==> src/eqsl_consts.vh <==
`ifndef EQSL_CONSTS_VH
`define EQSL_CONSTS_VH
// Summary of operation
// - Capture serial_in on shift_clock rising edges.
// - Load strobe high copies shifter into latch.
// - Shifting never disturbs the held latch word.
// - Fourteen-bit latch drives filter controls directly.
// - Bit 0 shifts in first, ascending.
// - Readback strobe high copies latch into shifter.
// - serial_out advances on shift_clock falling edges.
// - Static storage; clocks may stop anytime.
// - Serial inputs are asynchronous to master clock.
// - Bypass bit zero routes around filters.
// - Select zero drops one cycle per 193.
// - Select one passes master clock unchanged.
// - Powerdown pin high removes analog power, floats output.
// - Powerdown keeps serial logic and word alive.
// - Master clock may stop during powerdown harmlessly.
// - Word holds four-bit slope code.
// - Word holds four-bit height code.
// - Word holds four-bit bandwidth code.
// - Word holds one slope droop bit.
`define EQSL_WORD_W 14
`define EQSL_SLOPE_LSB 0
`define EQSL_HEIGHT_LSB 4
`define EQSL_BW_LSB 8
`define EQSL_DROOP_BIT 12
`define EQSL_BYPASS_BIT 13
`define EQSL_CODE_W 4
`define EQSL_SWALLOW_PERIOD 8'd193
`define EQSL_SWALLOW_LAST 8'd192
`define EQSL_SYNC_W 3
`endif

==> src/eqsl_top.v <==
`timescale 1ns/100ps
`include "eqsl_consts.vh"
module eqsl_top (
  sys_clk,
  sys_rst,
  shift_clock,
  serial_in,
  load_latch_strobe,
  readback_strobe,
  clock_rate_select,
  power_down_pin,
  serial_out,
  slope_code,
  height_code,
  bandwidth_code,
  slope_droop_select,
  filter_bypass_n,
  filter_path_en,
  filter_clk_en,
  analog_power_en,
  analog_output_oe
);
  input wire sys_clk;
  input wire sys_rst;
  input wire shift_clock;
  input wire serial_in;
  input wire load_latch_strobe;
  input wire readback_strobe;
  input wire clock_rate_select;
  input wire power_down_pin;
  output reg serial_out;
  output reg [`EQSL_CODE_W-1:0] slope_code;
  output reg [`EQSL_CODE_W-1:0] height_code;
  output reg [`EQSL_CODE_W-1:0] bandwidth_code;
  output reg slope_droop_select;
  output reg filter_bypass_n;
  output reg filter_path_en;
  output reg filter_clk_en;
  output reg analog_power_en;
  output reg analog_output_oe;

  // ==========================================================
  // Input conditioning
  // ==========================================================
  // The serial pins have no tie to sys_clk, so each is filtered before use.
  wire sck_s;
  wire sid_s;
  wire load_latch_strobe_s;
  wire readback_strobe_s;
  wire sel_s;
  wire pdn_s;
  // Data and clock share one filter depth, so a bit is always settled before its edge is seen.
  eqsl_sync u_sck (
    .sys_clk(sys_clk),
    .sys_rst(sys_rst),
    .pin_in(shift_clock),
    .level_out(sck_s)
  );
  eqsl_sync u_sid (
    .sys_clk(sys_clk),
    .sys_rst(sys_rst),
    .pin_in(serial_in),
    .level_out(sid_s)
  );
  eqsl_sync u_load_latch_strobe (
    .sys_clk(sys_clk),
    .sys_rst(sys_rst),
    .pin_in(load_latch_strobe),
    .level_out(load_latch_strobe_s)
  );
  eqsl_sync u_readback_strobe (
    .sys_clk(sys_clk),
    .sys_rst(sys_rst),
    .pin_in(readback_strobe),
    .level_out(readback_strobe_s)
  );
  eqsl_sync u_sel (
    .sys_clk(sys_clk),
    .sys_rst(sys_rst),
    .pin_in(clock_rate_select),
    .level_out(sel_s)
  );
  eqsl_sync u_pdn (
    .sys_clk(sys_clk),
    .sys_rst(sys_rst),
    .pin_in(power_down_pin),
    .level_out(pdn_s)
  );

  reg sck_prev_q;
  wire sck_rise;
  wire sck_fall;
  assign sck_rise = sck_s & ~sck_prev_q;
  assign sck_fall = ~sck_s & sck_prev_q;

  always @(posedge sys_clk or posedge sys_rst) begin
    if (sys_rst) begin
      sck_prev_q <= 1'b0;
    end else begin
      sck_prev_q <= sck_s;
    end
  end

  // ==========================================================
  // Shift register and holding latch
  // ==========================================================
  // Neither store is reset, so a word survives a reset of the control logic.
  reg [`EQSL_WORD_W-1:0] shift_q;
  reg [`EQSL_WORD_W-1:0] latch_q;

  reg [`EQSL_WORD_W-1:0] shift_d;
  reg [`EQSL_WORD_W-1:0] latch_d;
  reg spill_q;
  reg spill_d;

  // Bit 0 enters first and ends at the low end after all fourteen shifts.
  // A readback wins over a shift edge, since the host must not clock during it.
  always @* begin
    shift_d = shift_q;
    spill_d = spill_q;
    if (readback_strobe_s) begin
      shift_d = latch_q;
    end else if (sck_rise) begin
      spill_d = shift_q[0];
      shift_d = {sid_s, shift_q[`EQSL_WORD_W-1:1]};
    end
  end

  // The bit that leaves on a rising edge waits for the falling edge to show it.
  // This puts bit 0 on serial_out at the first falling edge after a readback.
  always @(posedge sys_clk) begin
    shift_q <= shift_d;
    spill_q <= spill_d;
  end

  // The latch only moves on the load strobe, so shifting leaves it alone.
  always @* begin
    latch_d = latch_q;
    if (load_latch_strobe_s) begin
      latch_d = shift_q;
    end
  end

  // Both stores keep their value with no refresh, so any serial clock may stop.
  always @(posedge sys_clk) begin
    latch_q <= latch_d;
  end

  // ==========================================================
  // Field decoding
  // ==========================================================
  // One helper picks a four-bit code at a given low position of the latch.
  function [`EQSL_CODE_W-1:0] code_field;
    input [`EQSL_WORD_W-1:0] word;
    input integer lsb;
    begin
      code_field = word[lsb +: `EQSL_CODE_W];
    end
  endfunction

  // ==========================================================
  // Registered outputs
  // ==========================================================
  always @(posedge sys_clk or posedge sys_rst) begin
    if (sys_rst) begin
      serial_out <= 1'b0;
      slope_code <= 4'h0;
      height_code <= 4'h0;
      bandwidth_code <= 4'h0;
      slope_droop_select <= 1'b0;
      filter_bypass_n <= 1'b0;
      filter_path_en <= 1'b0;
      analog_power_en <= 1'b0;
      analog_output_oe <= 1'b0;
    end else begin
      if (sck_fall) begin
        serial_out <= spill_q;
      end
      slope_code <= code_field(latch_q, `EQSL_SLOPE_LSB);
      height_code <= code_field(latch_q, `EQSL_HEIGHT_LSB);
      bandwidth_code <= code_field(latch_q, `EQSL_BW_LSB);
      slope_droop_select <= latch_q[`EQSL_DROOP_BIT];
      filter_bypass_n <= latch_q[`EQSL_BYPASS_BIT];
      filter_path_en <= latch_q[`EQSL_BYPASS_BIT];
      analog_power_en <= ~pdn_s;
      analog_output_oe <= ~pdn_s;
    end
  end

  // ==========================================================
  // Filter clock swallower
  // ==========================================================
  // sys_clk stands in for the master clock; filter_clk_en marks kept cycles.
  // Powerdown freezes this counter and holds filter_clk_en low; the serial logic keeps running.
  reg [7:0] swallow_q;
  reg [7:0] swallow_d;
  reg clk_en_d;
  wire swallow_wrap;
  assign swallow_wrap = (swallow_q == `EQSL_SWALLOW_LAST);

  // The count wraps after its last position, so exactly one cycle per period is dropped.
  always @* begin
    swallow_d = swallow_q;
    clk_en_d = 1'b0;
    if (pdn_s) begin
      clk_en_d = 1'b0;
    end else if (sel_s) begin
      swallow_d = 8'h00;
      clk_en_d = 1'b1;
    end else begin
      if (swallow_wrap) begin
        swallow_d = 8'h00;
      end else begin
        swallow_d = swallow_q + 8'h01;
      end
      clk_en_d = ~swallow_wrap;
    end
  end

  always @(posedge sys_clk or posedge sys_rst) begin
    if (sys_rst) begin
      swallow_q <= 8'h00;
      filter_clk_en <= 1'b0;
    end else begin
      swallow_q <= swallow_d;
      filter_clk_en <= clk_en_d;
    end
  end
endmodule

==> src/eqsl_sync.v <==
`timescale 1ns/100ps
`include "eqsl_consts.vh"
// Three-stage input filter; the level changes only when stages two and three agree.
module eqsl_sync (
  sys_clk,
  sys_rst,
  pin_in,
  level_out
);
  input wire sys_clk;
  input wire sys_rst;
  input wire pin_in;
  output reg level_out;
  reg [`EQSL_SYNC_W-1:0] stage_q;
  always @(posedge sys_clk or posedge sys_rst) begin
    if (sys_rst) begin
      stage_q <= 3'h0;
      level_out <= 1'b0;
    end else begin
      stage_q <= {stage_q[1:0], pin_in};
      if (stage_q[1] == stage_q[2]) begin
        level_out <= stage_q[2];
      end
    end
  end
endmodule

==> config.mk <==
export PLATFORM = sky130hd
export DESIGN_NAME = eqsl_top
export DESIGN_NICKNAME = d
export VERILOG_FILES = /design/src/eqsl_top.v /design/src/eqsl_sync.v
export VERILOG_INCLUDE_DIRS = /design/src /design/src/src
export SDC_FILE = /design/constraint.sdc
export NUM_CORES = 1
export LEC_CHECK = 0
export BUFFER_PORTS_ARGS = -buffer_cell sky130_fd_sc_hd__clkbuf_2
export CELL_PAD_IN_SITES_DETAIL_PLACEMENT = 1
export CELL_PAD_IN_SITES_GLOBAL_PLACEMENT = 2
export CORE_MARGIN = 2
export CORE_UTILIZATION = 42
export DETAILED_ROUTE_END_ITERATION = 8
export PLACE_DENSITY = 0.75
export SETUP_SLACK_MARGIN = 0.5
export SYNTH_ARGS = -nofsm -noshare
export SYNTH_HDL_FRONTEND = slang
export SYNTH_SLANG_ARGS = --single-unit
==> constraint.sdc <==
create_clock -name sys_clk -period 1.8 [get_ports sys_clk]
set_input_delay 0.18 -clock sys_clk [delete_from_list [all_inputs] [get_ports sys_clk]]
set_output_delay 0.18 -clock sys_clk [all_outputs]
set_load 0.01 [all_outputs]
==> metrics, run 1 <==
status=complete, no violations; clk_lat worst skew=0.33 ns; Yosys top cell by area=dfrtp_1; Residual DRC=0; crit-path cells=or4b_4 > o31ai_4 > buf_6 > o21ai_0; Yosys cell types=28; clock sink total=79; Final Hold Viols=0; Slew HR=55.07%; TritonCTS Buffers=9; CTS tree=yes; Vias=1377; initial antenna violation count=0; Max VDD drop=0.6259 mV; multi-input logic area=524.3 um^2; critical path fanouts, max=7; Avg Inst Size Synth=17.50 um^2; layout cells sized above 1=35.78%; Clock Skews=0.01080 ns; reg2reg start=swallow_q[5]; clk buf depth=2; Primary FF master, synth=dfrtp_1; first-pass GRT wire length=7734 um; power per standard cell area=1249 nW/um^2; Port Buf Inserts=26; Hold Path Class=reg -> reg; Final Worst Setup Slack=0.2864 ns; Clk Tree Root Cell=clkbuf_8; met3 usage=4.055%; final wirelength=4358 um; CP startpoint kind=register; Hold Path Cell Cnt=0; max-slew violation count=0; Crit. End Element=register; P_leak=0.001362 uW; Avg WL per Cell=15.51 um; Inserted Diodes=0; Mapped Cells=153; final setup TNS=0 ns; first drt pass iteration count=4; via/cell ratio=4.900; Final Critical Period=1.514 ns; initial core utilization=42.90%; Post-synth EDFFs=29; Site Rows=29; GRT Overall Usage=14.30%; vias in the first global route=1555; Synth area leaders=dfrtp_1 (47%), edfxtp_1 (33%), mux2_2 (6.3%); critical path class=reg -> reg; max incr delay on CP=0.56 ns; die area=7030 um^2; Placer Congestion=0.7512; Mapped Area=2678 um^2; maximum clock frequency=0.6607 GHz; final-stage net count=209; async set-reset flop share out of synthesis=63.29%; # IOs=27; Reg area=2128 um^2; Tcrit/Tclk final=84.09%; # Max-Cap Violations=0; Global Route met2 Usage=22.25%; fillers=591; die height=83.85 um; met1 GRT Util=18.79%; post-synth net total=163; clock slew at reported path FFs=0.08 ns; reg2reg path depth=4; Setup crit start=swallow_q[5]; Area Overhead vs Synth=22.01%; synth warn=0; RSZ-0062 raised after global routing=yes; remaining global-route overflow=0; #FFs+latches synth=79; Detailed Place HPWL=2788 um; Worst Tran Pin Value=0.6739 ns; CP max stage cell=or4b_4; Final setup viols=0; maximum number of pins on one net before global-route repair=27; WP data arrival=1.72 ns; Routed Antenna Nets=0; gr busiest metal=met2; Iter 0 DRT Violations=69; Hold EP=u_pdn.stage_q[1]; dpl ws=0.1496 ns; Die Span X=83.85 um; H-tree Lvls=3; Seq/Total Area, Yosys=79.25%; Crit Reg-Reg Endpoint=swallow_q[4]; R2R Setup Slk=0.29 ns; hold path startpoint=u_pdn.stage_q[0]; Critical Path RT=2.01 ns; Synth top area share=46.73%; Core Region=6241 um^2
[power by group]
| group | internal [uW] | switching, uW | leakage, uW | total [uW] |
|---|---|---|---|---|
| registers | 2150 | 150 | 0.000881 | 2300 |
| clock network | 822 | 605 | 0.000110 | 1430 |
| logic | 180 | 178 | 0.000372 | 359 |
| total | 3150 | 934 | 0.00136 | 4080 |
[metal layers]
metal / routed length [um] / part of all wire [%] / up-vias
met1: 2071 / 48 / 709
met3: 125 / 2.9 / 7
met2: 2101 / 48 / 25
li1: - / - / 636
met4: 61 / 1.4 / 0
met5: 0 / 0 / -
[how the worst max path moves through the flow]
stage                   end  slack [ns]  cells past startpoint
2_1_floorplan  swallow_q[5]        0.33                      3
3_3_place_gp   swallow_q[6]        0.24                      3
3_5_place_dp   swallow_q[6]        0.15                      3
4_1_cts        swallow_q[5]        0.27                      4
5_1_grt        swallow_q[4]        0.24                      4
6_report       swallow_q[4]        0.29                      4
[repair_timing]
action / CTS / global route
gates resized for setup: 4 / 4
pin swaps: 1 / 1
setup buffers: 5 / 0
endpoints found under the hold margin: 30 / 0
setup endpoints to repair: 36 / 22
hold buffers: 7 / 0
[state kept, by name (all words and copies together), names as in the netlist, 3 cells and up]
signal	cells
u_sid.stage_q	3
u_sck.stage_q	3
latch_q	14
height_code	4
shift_q	14
swallow_q	8
bandwidth_code	4
u_load_latch_strobe.stage_q	3
slope_code	4
u_sel.stage_q	3
u_pdn.stage_q	3
u_readback_strobe.stage_q	3
[synth_stat cells, types with 2 or more instances]
cell and number:
nand2b_1 2, maj3_1 6, dfrtp_1 50, inv_1 6, o21ai_0 7, nand4_1 2
a22oi_1 3, or3_1 3, edfxtp_1 29, nor2_1 4, buf_4 2, nand2_1 8
mux2_2 15, ha_1 2
[logic make-up (layout without fill, tap and decap cells)]
family	count (synthesis)	after routing	share of synthesized area [%]
compound gates	14	14	3.738
fa+ha+maj	8	8	3.178
buf+inv	11	62	2.149
flops	79	79	79.25
mux	16	16	6.682
simple gates	25	25	5.000
[worst max-delay path: cells and delay by family (launching register included)]
family	cells	cell delay, ns
buffers and inverters	1	0.16
AND/OR/NAND/NOR	1	0.56
flip-flops	1	0.39
AO/OA/AOI/OAI	2	0.29
[stage by stage]
stage / cells / power [uW] / instance area, um^2 / hold slack, ns / util, %
finish: 281 / 4082 / 3267 / 0.3554 / 52.35
global route: 281 / 4286 / 3267 / 0.3641 / 52.35
CTS: 281 / 4147 / 3251 / 0.3573 / 52.09
detailed placement: 253 / 2672 / 2908 / 0.2668 / 46.59
global placement: 253 / 2640 / 2908 / 0.2535 / 46.59
floorplan: 153 / 2507 / 2690 / 0.2114 / -
[layout make-up]
class,instances,area share (%)
Inverter,6,0.8043
Clock buffer,11,4.328
Tap cell,77,2.949
Clock inverter,5,2.489
Timing Repair Buffer,40,8.234
Multi-Input combinational cell,63,16.05
Sequential cell,79,65.15
[layout by cell type, fill, tap and decap left out, types with 3 or more instances in the layout]
master | Yosys | routed
inv_1 | 6 | 5
o21ai_0 | 7 | 7
nor2_1 | 4 | 4
mux2_2 | 15 | 15
dfrtp_1 | 50 | 47
edfxtp_1 | 29 | 29
clkbuf_8 | 0 | 10
or3_1 | 3 | 3
clkbuf_2 | 0 | 26
buf_4 | 2 | 5
dlygate4sd3_1 | 0 | 7
nand2_1 | 8 | 8
maj3_1 | 6 | 6
Power figures use the tool's default switching activity.
==> run 2, diff against run 1 <==
- clock period: 1.8 -> 1.5 ns (I/O delays scaled with it)
==> run 2 against run 1 <==
Effect of this change:
- the flow now finishes with violations (setup timing)
- routed wire length increased by 12%
- non-clock buffer count increased by 13
- setup slack got worse by 0.35 ns
- maximum frequency decreased by 2.9%
- combinational power increased by 84%
- cell area increased by 5.6%
- clock power about the same
- final cell count increased by 5.0%
- critical endpoint is now swallow_q[5]
- largest cell class unchanged
==> metrics, run 2 (synthesis results as in run 1) <==
Clk Tree Root Cell=clkbuf_8; first drt pass iteration count=4; H-tree Lvls=3; maximum clock frequency=0.6412 GHz; TritonCTS Buffers=9; critical path fanouts, max=7; initial core utilization=42.90%; largest registers=latch_q: 14 flops, shift_q: 14 flops, swallow_q: 8 flops; Final Hold Viols=0; Residual DRC=0; Hold Path Cell Cnt=0; Tcrit/Tclk final=104.0%; Hold Path Class=reg -> reg; final wirelength=4887 um; Crit. End Element=register; dpl ws=-0.03660 ns; Critical Path RT=1.72 ns; GRT Overall Usage=15.98%; failing checks=setup timing; commonest non-fill, non-tap cell in the layout=dfrtp_1; initial antenna violation count=0; # Max-Cap Violations=0; status=complete, but fails checks; reg2reg start=swallow_q[5]; die height=83.85 um; design area=3451 um^2; maximum number of pins on one net before global-route repair=30; Inserted Diodes=0; Max VDD drop=0.6818 mV; Final Critical Period=1.560 ns; WP data arrival=1.78 ns; Worst Tran Pin Value=0.5156 ns; Core Region=6241 um^2; Final Worst Setup Slack=-0.05954 ns; clock sink total=79; critical path class=reg -> reg; Placer Congestion=0.7801; Detailed Place HPWL=2953 um; power per standard cell area=1395 nW/um^2; layout cells sized above 1=42.66%; RSZ-0062 raised after global routing=yes; dpl cell area=2973 um^2; Port Buf Inserts=26; remaining global-route overflow=0; first-pass GRT wire length=8342 um; Avg WL per Cell=16.57 um; Slew HR=65.55%; Iter 0 DRT Violations=119; clk buf depth=2; Site Rows=29; Hold EP=u_pdn.stage_q[1]; final-stage net count=223; R2R Setup Slk=-0.06 ns; Routed Antenna Nets=0; via/cell ratio=4.898; Vias=1445; commonest non-fill, non-tap cells in the layout=dfrtp_1 (48), edfxtp_1 (29), buf_2 (18), mux2_4 (15), buf_4 (11); Area Overhead vs Synth=28.88%; clk_lat worst skew=0.35 ns; vias in the first global route=1584; CTS tree=yes; die area=7030 um^2; clock slew at reported path FFs=0.08 ns; Final setup viols=7; P_leak=0.001483 uW; CP startpoint kind=register; hold path startpoint=u_pdn.stage_q[0]; Crit Reg-Reg Endpoint=swallow_q[5]; Die Span X=83.85 um; Clock Skews=0.01208 ns; reg2reg path depth=4; # IOs=27; max-slew violation count=0
## run 2: cell types whose count changed in the layout (fill, tap and decap cells not counted), sizes merged
cell and delta:
inv +2, clkinvlp +2, nand2b +1, clkbuf -21, buf +32, bufinv -2
## run 2: routing by layer
| metal | up-vias | GRT usage (%) | share of wire (%) |
|---|---|---|---|
| li1 | 668 | - | - |
| met5 | - | 0 | 0 |
| met2 | 29 | 22.76 | 47 |
| met3 | 11 | 3.858 | 3.2 |
| met4 | 0 | 9.971 | 2.7 |
| met1 | 737 | 22.13 | 47 |
## run 2: what timing repair did
action,in CTS,in global routing
setup endpoints to repair,59,60
pin swaps,5,5
cloned,2,0
hold endpoints to repair,27,0
hold buffers,7,0
setup buffers,6,3
gates resized for setup,28,31
## run 2: critical path, stage by stage, from the launching register on
cell and delay, ns:
dfrtp_1 0.39, or4b_4 0.56, o31ai_4 0.26, buf_6 0.16, a22oi_2 0.08
## run 2: worst max path at each step
stage                     cells past startpoint  slack (ns)            to    startpoint
after global routing                          4       -0.12  swallow_q[7]  swallow_q[5]
after global placement                        3       0.001  swallow_q[5]  swallow_q[5]
after CTS                                     3       -0.07  swallow_q[5]  swallow_q[5]
after floorplan                               3        0.03  swallow_q[5]  swallow_q[5]
final                                         4       -0.06  swallow_q[5]  swallow_q[5]
after detailed placement                      3       -0.04  swallow_q[4]  swallow_q[5]
## run 2: cell type report
| type | count | area, um^2 |
|---|---|---|
| inverters | 6 | 26.28 |
| clock buffers | 9 | 123.9 |
| well taps | 77 | 96.34 |
| flip-flops and latches | 79 | 2127 |
| clock inverters | 7 | 56.30 |
| multi-input cells | 64 | 621.8 |
| repair buffers | 53 | 399.1 |
| fillers | 597 | 2790 |
## run 2: per-stage QoR
step                total power (uW)  setup TNS (ns)  std cells  hold WS, ns  util, %
floorplan                       3019               0        153       0.1814        -
global placement                3208               0        261       0.1894    47.63
detailed placement              3253         -0.1551        261       0.2050    47.63
CTS                             4824         -0.2484        292       0.3563    54.25
global route                    5059         -0.7686        295       0.3645    55.29
finish                          4813         -0.3234        295       0.3523    55.29
## run 2: power breakdown
group          switching [uW]  internal [uW]  leakage [uW]
clock network             809            619     0.0000842
logic                     312            348      0.000517
registers                 151           2570      0.000883
total                    1270           3540       0.00148
==> run 3, diff against run 2 <==
==> constraint.sdc (replaced) <==
create_clock -name sys_clk -period 1.5 [get_ports sys_clk]
set_input_delay 0.225 -clock sys_clk [delete_from_list [all_inputs] [get_ports sys_clk]]
set_output_delay 0.225 -clock sys_clk [all_outputs]
set_load 0.01 [all_outputs]
==> run 3 against run 2 <==
Effect of this change:
- the run still ends with setup timing left
- register-to-register slack about the same
- setup slack about the same
- critical path depth unchanged
- clock power about the same
- die area unchanged
- non-clock buffer count unchanged
- routed wire length increased by 1.9%
- count of clock-buffer cells in the layout unchanged
- global-route usage unchanged
- worst hold slack unchanged
- highest routed layer unchanged
==> metrics, run 3 (synthesis results as in run 1) <==
status=complete, but fails checks; failing checks=setup timing; initial antenna violation count=0; CTS tree=yes; design area=3456 um^2; Crit Reg-Reg Endpoint=swallow_q[5]; clock sink total=79; Core Region=6241 um^2; GRT Overall Usage=15.98%; first drt pass iteration count=4; remaining global-route overflow=0; Hold EP=u_pdn.stage_q[1]; fillers=598; Avg WL per Cell=16.83 um; max-slew violation count=0; Crit path max-delay family=simple AND/OR/NAND/NOR gates; Final Hold Viols=0; Max VDD drop=0.6818 mV; reg2reg start=swallow_q[5]; Port Buf Inserts=26; max incr delay on CP=0.56 ns; critical path fanouts, max=7; CP max stage cell=or4b_4; RSZ-0062 raised after global routing=yes; Inserted Diodes=0; Clock Skews=0.01270 ns; maximum clock frequency=0.6412 GHz; Final Critical Period=1.560 ns; Detailed Place HPWL=2953 um; final setup TNS=-0.3246 ns; WP depth=4; vias in the first global route=1584; # IOs=27; Site Rows=29; maximum number of pins on one net before global-route repair=30; Worst Tran Pin Value=0.5332 ns; via/cell ratio=4.956; Tcrit/Tclk final=104.0%; largest registers=latch_q: 14 flops, shift_q: 14 flops, swallow_q: 8 flops; clk buf depth=2; TritonCTS Buffers=9; crit path buf inv count=1; Placer Congestion=0.7801; critical path class=reg -> reg; Final Worst Setup Slack=-0.05954 ns; Routed Antenna Nets=0; clock slew at reported path FFs=0.08 ns; reg2reg path depth=4; H-tree Lvls=3; CP startpoint kind=register; Vias=1467; Slew HR=64.26%; P_leak=0.001484 uW; power per standard cell area=1395 nW/um^2; commonest non-fill, non-tap cells in the layout=dfrtp_1 (48), edfxtp_1 (29), buf_2 (18), mux2_4 (15), buf_4 (11); clk_lat worst skew=0.36 ns; layout cells sized above 1=42.92%; R2R Setup Slk=-0.06 ns; Hold Path Class=reg -> reg; Critical Path RT=1.72 ns; Iter 0 DRT Violations=127; Area Overhead vs Synth=29.07%; Final setup viols=7; # Max-Cap Violations=0; commonest non-fill, non-tap cell in the layout=dfrtp_1; Die Span X=83.85 um; hold path startpoint=u_pdn.stage_q[0]; dpl cell area=2973 um^2; final-stage net count=224; Residual DRC=0; initial core utilization=42.90%; die area=7030 um^2; first-pass GRT wire length=8342 um; Hold Path Cell Cnt=0; Clk Tree Root Cell=clkbuf_8; die height=83.85 um; WP data arrival=1.78 ns; crit-path cells=or4b_4 > o31ai_4 > buf_6 > a22oi_2; Crit. End Element=register; final wirelength=4981 um
[run 3: changes by cell type in the layout (fill, tap and decap cells not counted)]
cell and change:
clkinvlp_2 +1
[run 3: layout make-up]
type	count	area (um^2)	share of cell area (%)
clock buffers	9	123.9	3.584
flip-flops and latches	79	2127	61.55
clock inverters	7	56.30	1.629
multi-input cells	64	621.8	17.99
repair inverters	1	5.005	0.1448
well taps	77	96.34	2.788
inverters	6	26.28	0.7603
repair buffers	53	399.1	11.55
[run 3: worst max-delay path by stage]
stage / from / to / slack (ns)
final: swallow_q[5] / swallow_q[5] / -0.06
after global routing: swallow_q[5] / swallow_q[7] / -0.12
after CTS: swallow_q[5] / swallow_q[5] / -0.07
after detailed placement: swallow_q[5] / swallow_q[4] / -0.04
after global placement: swallow_q[5] / swallow_q[5] / 0.001
after floorplan: swallow_q[5] / swallow_q[5] / 0.03
[run 3: power breakdown]
part	internal (uW)	switching, uW
logic	348	314
registers	2570	152
clock network	619	813
[run 3: worst reg2reg max path: cells and delay by family, from the launching register on]
| kind | cells | cell delay [ns] |
|---|---|---|
| compound gates | 2 | 0.34 |
| buf+inv | 1 | 0.16 |
| flops | 1 | 0.39 |
| simple gates | 1 | 0.56 |
[run 3: repair_timing]
item / 4_1_cts / 5_1_grt
setup endpoints to repair: 59 / 89
setup buffers: 6 / 3
resized for setup: 28 / 31
endpoints found under the hold margin: 27 / 0
hold buffers: 7 / 0
cloned: 2 / 1
pin swaps: 5 / 5
[run 3: per-layer routing]
metal | global-route usage, % | share of wire [%]
met5 | 0 | 0
met3 | 3.858 | 3.2
met2 | 22.76 | 47
met1 | 22.13 | 47
met4 | 9.971 | 2.7
[run 3: metrics by stage]
stage	utilization, %	worst slack (ns)	power, uW	hold WS, ns	cells
final	55.37	-0.05954	4820	0.3523	296
after global routing	55.37	-0.1209	5061	0.3645	296
after CTS	54.25	-0.07399	4824	0.3563	292
after detailed placement	47.63	-0.03660	3253	0.2800	261
after global placement	47.63	0.001405	3208	0.2644	261
after floorplan	-	0.03161	3019	0.2564	153
